===== src/hdl/rcsr_params.svh =====
// Offsets, field positions and reset values of the reset cause block
`ifndef RCSR_PARAMS_SVH
`define RCSR_PARAMS_SVH

// Byte addresses on the register bus
`define RCSR_OFS_CAUSE     4'h0
`define RCSR_OFS_IRQ_STAT  4'h4
`define RCSR_OFS_IRQ_CLR   4'h8
`define RCSR_OFS_IRQ_EN    4'hc

// Bit positions inside the cause register
`define RCSR_BIT_TRAP      15
`define RCSR_BIT_OPCODE    14
`define RCSR_BIT_FLASHREG  11
`define RCSR_BIT_CFGMIS    9
`define RCSR_BIT_MAINREG   8
`define RCSR_BIT_PIN       7
`define RCSR_BIT_INSTR     6
`define RCSR_BIT_WDSOFT    5
`define RCSR_BIT_WDEXP     4
`define RCSR_BIT_SLEEP     3
`define RCSR_BIT_IDLE      2
`define RCSR_BIT_BROWN     1
`define RCSR_BIT_POWER     0

// Implemented bits and the power-on value
`define RCSR_IMPL_MASK     16'hcbff
`define RCSR_POR_VALUE     16'h0003
`define RCSR_NUM_EVT       8

`endif


===== src/hdl/rcsr_pkg.sv =====
// Types shared by the reset cause block
`default_nettype none
package rcsr_pkg;

  typedef struct packed {
    logic        read;
    logic        write;
    logic [3:0]  address;
    logic [31:0] writedata;
  } rcsr_bus_req_s;

  typedef struct packed {
    logic [31:0] readdata;
    logic        waitrequest;
  } rcsr_bus_rsp_s;

  // One pulse per reset source, same order as event bits
  typedef struct packed {
    logic trap;
    logic opcode;
    logic cfgmis;
    logic pin;
    logic instr;
    logic wd_expire;
    logic brown;
    logic power;
  } rcsr_evt_s;

  typedef enum logic [1:0] {
    RCSR_IDLE,
    RCSR_ANSWER
  } rcsr_bus_e;

endpackage
`default_nettype wire


===== src/hdl/rcsr_edge.sv =====
// Rising edge detector, one pulse per rising edge
`timescale 1ns/1ps
`default_nettype none
module rcsr_edge #(
  parameter int W = 1
) (
  input  wire logic         clk_i,    // Core clock
  input  wire logic         rst_n_i,  // Sync reset, active low
  input  wire logic [W-1:0] lvl_i,    // Synchronised level
  output logic      [W-1:0] rise_o    // One-cycle pulse on rise
);
  typedef struct packed {
    logic [W-1:0] last;
  } rcsr_edge_s;

  rcsr_edge_s st_reg;
  rcsr_edge_s st_next;

  always_comb begin
    st_next      = st_reg;
    st_next.last = lvl_i;
  end

  // Reset to ones: a level already high at release is no new event
  always_ff @(posedge clk_i) begin
    if (!rst_n_i) begin
      st_reg <= '1;
    end else begin
      st_reg <= st_next;
    end
  end

  assign rise_o = lvl_i & ~st_reg.last;
endmodule
`default_nettype wire


===== src/hdl/rcsr_sync.sv =====
// Two flip-flop synchroniser for pins
`timescale 1ns/1ps
`default_nettype none
module rcsr_sync #(
  parameter int W = 1
) (
  input  wire logic         clk_i,    // Core clock
  input  wire logic         rst_n_i,  // Sync reset, active low
  input  wire logic [W-1:0] d_i,      // Asynchronous level
  output logic      [W-1:0] q_o       // Synchronised level
);
  typedef struct packed {
    logic [W-1:0] meta;
    logic [W-1:0] stab;
  } rcsr_sync_s;

  rcsr_sync_s st_reg;
  rcsr_sync_s st_next;

  always_comb begin
    st_next      = st_reg;
    st_next.meta = d_i;
    st_next.stab = st_reg.meta;
  end

  always_ff @(posedge clk_i) begin
    if (!rst_n_i) begin
      st_reg <= '0;
    end else begin
      st_reg <= st_next;
    end
  end

  assign q_o = st_reg.stab;
endmodule
`default_nettype wire


===== src/hdl/rcsr_top.sv =====
// Reset cause status and control register with Avalon-MM slave
//
// Functional notes
// RQ1: Bit 15 records a trap-conflict reset; clear when none happened.
// RQ2: Bit 11 one keeps flash regulator active in sleep, zero standby.
// RQ3: Bit 9 records a configuration-mismatch reset.
// RQ4: Bit 8 one keeps main regulator active in sleep, zero standby.
// RQ5: Bit 7 records a reset through the master clear pin.
// RQ6: Bit 6 records execution of the reset instruction.
// RQ7: Bit 5 is software watchdog enable: one on, zero off.
// RQ8: Bit 4 records a watchdog timer time-out.
// RQ9: Software may set or clear every flag; writing never starts reset.
// RQ10: Fuse at one keeps watchdog running, software enable ignored.
// RQ11: Power-on sets bits 1 and 0; others zero; bits 13,12,10 zero.
// RQ12: Flags survive non-power-on resets; change only by source or write.
//
// Decided for this implementation: the placing of the registers and the Avalon-MM register port.
`timescale 1ns/1ps
`default_nettype none
`include "rcsr_params.svh"
module rcsr_top (
  input  wire logic        CORE_CLK_I,        // 125 MHz core clock
  input  wire logic        RST_N_I,           // Sync reset, active low
  input  wire logic        POR_N_I,           // Power-on reset, active low
  input  wire logic        AVS_READ_I,        // Avalon read
  input  wire logic        AVS_WRITE_I,       // Avalon write
  input  wire logic [3:0]  AVS_ADDRESS_I,     // Avalon byte address
  input  wire logic [31:0] AVS_WRITEDATA_I,   // Avalon write data
  input  wire logic [3:0]  AVS_BYTEENABLE_I,  // Avalon byte enables
  output logic      [31:0] AVS_READDATA_O,    // Avalon read data
  output logic             AVS_WAITREQUEST_O, // Avalon wait request
  input  wire logic        TRAP_CONFLICT_I,   // Trap conflict reset, pulse
  input  wire logic        ILLEGAL_OP_I,      // Illegal opcode reset, pulse
  input  wire logic        CFG_MISMATCH_I,    // Config mismatch, pulse
  input  wire logic        MASTER_CLEAR_PIN_N_I, // Pin, active low
  input  wire logic        RESET_INSTR_I,     // Reset instruction, pulse
  input  wire logic        WATCHDOG_EXPIRE_I, // Watchdog expiry, pulse
  input  wire logic        BROWNOUT_I,        // Brown-out detect, pulse
  input  wire logic        SLEEP_ENTER_I,     // Sleep entered, pulse
  input  wire logic        IDLE_ENTER_I,      // Idle entered, pulse
  input  wire logic        WATCHDOG_FUSE_ENABLE_I, // Fuse, 1 unprogrammed
  output logic             WATCHDOG_RUN_O,    // Watchdog timer enable
  output logic             FLASH_REG_KEEP_O,  // Flash regulator kept
  output logic             MAIN_REG_KEEP_O,   // Main regulator kept
  output logic             IRQ_O              // Level interrupt
);

  typedef struct packed {
    logic [15:0]                    cause;
    logic [`RCSR_NUM_EVT-1:0]       irq_stat;
    logic [`RCSR_NUM_EVT-1:0]       irq_en;
    logic                           fuse;
    rcsr_pkg::rcsr_bus_e            bus;
    rcsr_pkg::rcsr_bus_rsp_s        rsp;
    logic                           wd_run;
    logic                           flash_keep;
    logic                           main_keep;
    logic                           irq;
  } rcsr_top_s;

  rcsr_top_s st_reg;
  rcsr_top_s st_next;

  rcsr_pkg::rcsr_bus_req_s req;
  rcsr_pkg::rcsr_evt_s     evt;
  logic [1:0]              pin_sync;
  logic                    pin_rise;
  logic                    hit;
  logic                    wr_cause;
  logic                    wr_clr;
  logic                    wr_en;
  logic [15:0]             wmask;
  logic [15:0]             set_bits;

  // Pin and fuse come from outside the clock domain
  rcsr_sync #(
    .W (2)
  ) u_sync (
    .clk_i   (CORE_CLK_I),
    .rst_n_i (POR_N_I),
    .d_i     ({~MASTER_CLEAR_PIN_N_I, WATCHDOG_FUSE_ENABLE_I}),
    .q_o     (pin_sync)
  );

  // Only the pin needs an edge; the fuse is used as a level
  rcsr_edge #(
    .W (1)
  ) u_edge (
    .clk_i   (CORE_CLK_I),
    .rst_n_i (POR_N_I),
    .lvl_i   (pin_sync[1]),
    .rise_o  (pin_rise)
  );

  always_comb begin
    req.read      = AVS_READ_I;
    req.write     = AVS_WRITE_I;
    req.address   = AVS_ADDRESS_I;
    req.writedata = AVS_WRITEDATA_I;
    evt.trap      = TRAP_CONFLICT_I;
    evt.opcode    = ILLEGAL_OP_I;
    evt.cfgmis    = CFG_MISMATCH_I;
    evt.pin       = pin_rise;
    evt.instr     = RESET_INSTR_I;
    evt.wd_expire = WATCHDOG_EXPIRE_I;
    evt.brown     = BROWNOUT_I;
    evt.power     = 1'b0;
  end

  // Only the low two lanes carry the 16-bit register
  assign wmask = {{8{AVS_BYTEENABLE_I[1]}}, {8{AVS_BYTEENABLE_I[0]}}};

  // Taken when idle; a write lands only at the answer edge
  assign hit      = st_reg.bus == rcsr_pkg::RCSR_ANSWER;
  assign wr_cause = hit && req.write && req.address == `RCSR_OFS_CAUSE;
  assign wr_clr   = hit && req.write && req.address == `RCSR_OFS_IRQ_CLR;
  assign wr_en    = hit && req.write && req.address == `RCSR_OFS_IRQ_EN;

  always_comb begin
    set_bits                  = '0;
    set_bits[`RCSR_BIT_TRAP]  = evt.trap;   // RQ1
    set_bits[`RCSR_BIT_OPCODE] = evt.opcode;
    set_bits[`RCSR_BIT_CFGMIS] = evt.cfgmis; // RQ3
    set_bits[`RCSR_BIT_PIN]   = evt.pin;    // RQ5
    set_bits[`RCSR_BIT_INSTR] = evt.instr;  // RQ6
    set_bits[`RCSR_BIT_WDEXP] = evt.wd_expire; // RQ8
    set_bits[`RCSR_BIT_SLEEP] = SLEEP_ENTER_I;
    set_bits[`RCSR_BIT_IDLE]  = IDLE_ENTER_I;
    set_bits[`RCSR_BIT_BROWN] = evt.brown;
  end

  always_comb begin
    st_next = st_reg;
    st_next.fuse = pin_sync[0];
    // Software write first, then hardware sets win over it
    if (wr_cause) begin
      st_next.cause = (st_reg.cause & ~wmask) |
                      (req.writedata[15:0] & wmask); // RQ9
    end
    st_next.cause = (st_next.cause | set_bits) & `RCSR_IMPL_MASK; // RQ12
    if (wr_en) begin
      st_next.irq_en = req.writedata[`RCSR_NUM_EVT-1:0];
    end
    if (wr_clr) begin
      st_next.irq_stat = st_reg.irq_stat &
                         ~req.writedata[`RCSR_NUM_EVT-1:0];
    end
    st_next.irq_stat = st_next.irq_stat | evt;
    // Fuse at one forces the watchdog on regardless of soft enable
    st_next.wd_run = st_next.fuse |
                     st_next.cause[`RCSR_BIT_WDSOFT]; // RQ7 RQ10
    st_next.flash_keep = st_next.cause[`RCSR_BIT_FLASHREG]; // RQ2
    st_next.main_keep  = st_next.cause[`RCSR_BIT_MAINREG];  // RQ4
    st_next.irq = |(st_next.irq_stat & st_next.irq_en);
    st_next.rsp.waitrequest = 1'b1;
    st_next.rsp.readdata    = '0;
    case (st_reg.bus)
      rcsr_pkg::RCSR_IDLE: begin
        if (req.read || req.write) begin
          st_next.bus             = rcsr_pkg::RCSR_ANSWER;
          st_next.rsp.waitrequest = 1'b0;
          if (req.read) begin
            case (req.address)
              `RCSR_OFS_CAUSE:
                st_next.rsp.readdata = {16'h0000, st_reg.cause};
              `RCSR_OFS_IRQ_STAT:
                st_next.rsp.readdata = {24'h000000, st_reg.irq_stat};
              `RCSR_OFS_IRQ_EN:
                st_next.rsp.readdata = {24'h000000, st_reg.irq_en};
              default:
                st_next.rsp.readdata = '0;
            endcase
          end
        end
      end
      rcsr_pkg::RCSR_ANSWER: begin
        st_next.bus = rcsr_pkg::RCSR_IDLE;
      end
      default: begin
        st_next.bus = rcsr_pkg::RCSR_IDLE;
      end
    endcase
  end

  // Power-on loads the cause start value and waitrequest high, all else zero; ordinary reset keeps the cause flags
  always_ff @(posedge CORE_CLK_I) begin
    if (!POR_N_I) begin
      st_reg       <= '0;
      st_reg.cause <= `RCSR_POR_VALUE; // RQ11
      st_reg.rsp.waitrequest <= 1'b1;
    end else if (!RST_N_I) begin
      st_reg.bus             <= rcsr_pkg::RCSR_IDLE;
      st_reg.rsp             <= '0;
      st_reg.rsp.waitrequest <= 1'b1;
      st_reg.cause           <= st_next.cause; // RQ12
      st_reg.irq_stat        <= st_next.irq_stat;
      st_reg.fuse            <= st_next.fuse;
      st_reg.wd_run          <= st_next.wd_run;
      st_reg.flash_keep      <= st_next.flash_keep;
      st_reg.main_keep       <= st_next.main_keep;
      st_reg.irq             <= st_next.irq;
    end else begin
      st_reg <= st_next;
    end
  end

  assign AVS_READDATA_O    = st_reg.rsp.readdata;
  assign AVS_WAITREQUEST_O = st_reg.rsp.waitrequest;
  assign WATCHDOG_RUN_O    = st_reg.wd_run;
  assign FLASH_REG_KEEP_O  = st_reg.flash_keep;
  assign MAIN_REG_KEEP_O   = st_reg.main_keep;
  assign IRQ_O             = st_reg.irq;

endmodule
`default_nettype wire


===== config.mk =====
export PLATFORM = sky130hd
export DESIGN_NAME = rcsr_top
export DESIGN_NICKNAME = d
export VERILOG_FILES = /design/src/hdl/rcsr_pkg.sv /design/src/hdl/rcsr_edge.sv /design/src/hdl/rcsr_sync.sv /design/src/hdl/rcsr_top.sv
export VERILOG_INCLUDE_DIRS = /design/src /design/src/hdl
export SDC_FILE = /design/constraint.sdc
export NUM_CORES = 1
export LEC_CHECK = 0
export BUFFER_PORTS_ARGS = -buffer_cell sky130_fd_sc_hd__buf_2
export CORE_MARGIN = 2
export CORE_UTILIZATION = 33
export CTS_CLUSTER_SIZE = 28
export DETAILED_ROUTE_END_ITERATION = 7
export PLACE_DENSITY = 0.69
export SLEW_MARGIN = 10
export SYNTH_ARGS = -nofsm -noshare
export SYNTH_HDL_FRONTEND = slang
export SYNTH_SLANG_ARGS = --single-unit

===== constraint.sdc =====
create_clock -name CORE_CLK_I -period 3.5 [get_ports CORE_CLK_I]
set_clock_uncertainty 0.1 [all_clocks]
set_input_delay 0.7 -clock CORE_CLK_I [delete_from_list [all_inputs] [get_ports CORE_CLK_I]]
set_output_delay 0.7 -clock CORE_CLK_I [all_outputs]
set_load 0.02 [all_outputs]

==> flow_summary.toml <==
[run_status]
status = "finished, final reports clean"

[critical_path]
path_max_fanout = 6
critPathMaxStageDelay_ns = 0.43
path_class = "in -> reg"
critical_path.slowest_cell = "o41a_1"
setup.worst_path.end_class = "register"
cp-start-kind = "input port"
required_ns = 3.59
cp_data_arrival_time_ns = 2.35
crit_chain = "buf_2 > and4bb_1 > and3_1 > buf_4 > mux2i_1 > o22ai_1 > o41a_1"

[drt]
finalWirelength_mm = 4.64
ant_nets = 0
drc = 0
vias_per_cell = 4.43
drt-initial-drc-count = 62
num_vias = 1640
wl_per_cell_um = 12.5
drt-pass1-iter-count = 4

[floorplan]
die_area_um2 = 7740
dieWidth_um = 88.0
die_h_um = 88.0
start_util_pct = 34.2
coreArea_um2 = 6790
rows = 30
pin_count = 92

[timing]
setup_violations = 0
hold_ws_ns = 0.341
min_period_ns = 2.25
slew_violations = 0
hold_viol_final = 0
layout_setup_ws_ns = 1.25
rsz0062_at_grt = "no"
fin_crit_sh_pct = 64.4
fin_setup_tns_ns = 0
max_freq_ghz = 0.444

[power_and_ir_drop]
leakage_nw = 1.18
power.density_nw_per_um2 = 432
report.power.total_mw = 1.12
ir_drop_mv = 0.157

[clock_tree]
cts.sinks = 51
clk_latency_ns = 0.32
htreeDepth = 2
tritoncts = "built"
cts.clk_slew.worst_paths_ns = 0.09
hold_buffers = 0
cts.repair.resized = 0
clockBufferDepth = 2
postCtsSetupBuffers = 0
cts_buffers = 5
clock-root-buffer = "clkbuf_8"

[finish]
layout.nets = 328
register_area_um2 = 1020
largest_reg_flops = 27
area_growth_syn_to_layout_pct = 11.6
multi_input_area_um2 = 1030
fill_cells = 705
finalNonFillerCells = 370
n_antenna_cell = 0
fin_util_pct = 38.2
final_cell_area_um2 = 2590
drive_gt1_share_pct = 28.5

[place]
dpl_cell_area_um2 = 2480
post-place-cells = 362
place_ws_ns = 0.907
hpwl_mm = 3.33
port_buffers = 51
place_congestion = 0.728

[logic_synthesis]
yosysMostFrequentCell = "dfxtp_1"
synth_fa_ha_area_share_pct = 0
synth_top_area_share_pct = 43.9
synth_common_cells = "dfxtp_1 (51), buf_4 (32), mux2i_1 (20)"
ys_ff_latch = 51
yosys.area_share.simple_pct = 17.2
ys_top_cells_by_area = "dfxtp_1 (44%), buf_4 (10%), mux2i_1 (8.6%), nor2b_1 (5.1%), mux2_2 (4.8%)"
synth-compound-area-share_pct = 10.2
synth.distinct_cells = 31
syn_area_per_cell_um2 = 9.81
syn_area_um2 = 2330
synth_top_family_by_area = "simple AND/OR/NAND/NOR gates"
synth_mux_area_share_pct = 13.9
synthXorXnorAreaFrac_pct = 0
yosysSeqAreaShare_pct = 43.9
synth_area_leader_cell = "dfxtp_1"
synth_edf_count = 0
synthArstFlopShare_pct = 0
synth_flop_cell = "dfxtp_1"
synth_cells = 237
yosys_warnings = 0

[global_route]
overflow = 0
grt_pass1_wl_mm = 7.26
grt_max_degree = 37
grt_pass1_vias = 1518
antenna_found_initial = 0
grt_use_total_pct = 12.4

[min_path]
min_path_type = "reg -> reg"

[run]
drv_cap = 0
## cell type report
cell class / instances / share of cell area (%)
inverters: 8 / 1.16
clock inverters: 3 / 1.69
multi-input cells: 153 / 39.8
repair buffers: 54 / 10.7
flip-flops and latches: 51 / 39.3
clock buffers: 5 / 2.65
well taps: 96 / 4.63
## report_power, final
group / switching (mW) / total, mW / internal [mW]
Clock: 0.200 / 0.413 / 0.213
Combinational: 0.0654 / 0.106 / 0.0410
Sequential: 0.00537 / 0.602 / 0.596
## critical path: cells and delay by family
family | cells | cell delay [ns]
compound gates | 2 | 0.53
mux | 1 | 0.19
simple gates | 2 | 0.60
buf+inv | 2 | 0.32
## routing by layer
layer | share of wire (%) | vias up | track usage (%)
met5 | 0 | - | 0
met4 | 1.6 | 0 | 5.87
met3 | 5.6 | 11 | 2.83
met2 | 48 | 41 | 19.8
met1 | 45 | 768 | 15.7
li1 | - | 820 | -
## worst paths after layout
path                     startpoint            end  slack, ns  depth (start not counted)
setup / recovery   AVS_ADDRESS_I[0]          IRQ_O       1.25                          7
hold / removal    u_sync.st_next[1]  u_sync.q_o[1]       0.34                          1
setup reg to reg         st_reg[37]          IRQ_O       1.44                          6
hold reg to reg   u_sync.st_next[1]  u_sync.q_o[1]       0.34                          1
## cell families after synthesis
family          count (synthesis)
simple gates                   68
flops                          51
other cells                     1
mux                            31
buf+inv                        51
compound gates                 35
## cells in the final DEF, fill, tap and decap left out, types with 9 or more instances in the layout
cell / synthesis / final
mux2i_1: 20 / 20
nor2b_1: 19 / 19
and2_1: 9 / 9
mux2_2: 10 / 10
buf_2: 4 / 51
dfxtp_1: 51 / 51
o21a_1: 9 / 9
conb_1: 1 / 19
nor2_1: 17 / 17
No activity file was read; power rests on OpenSTA's default activity.
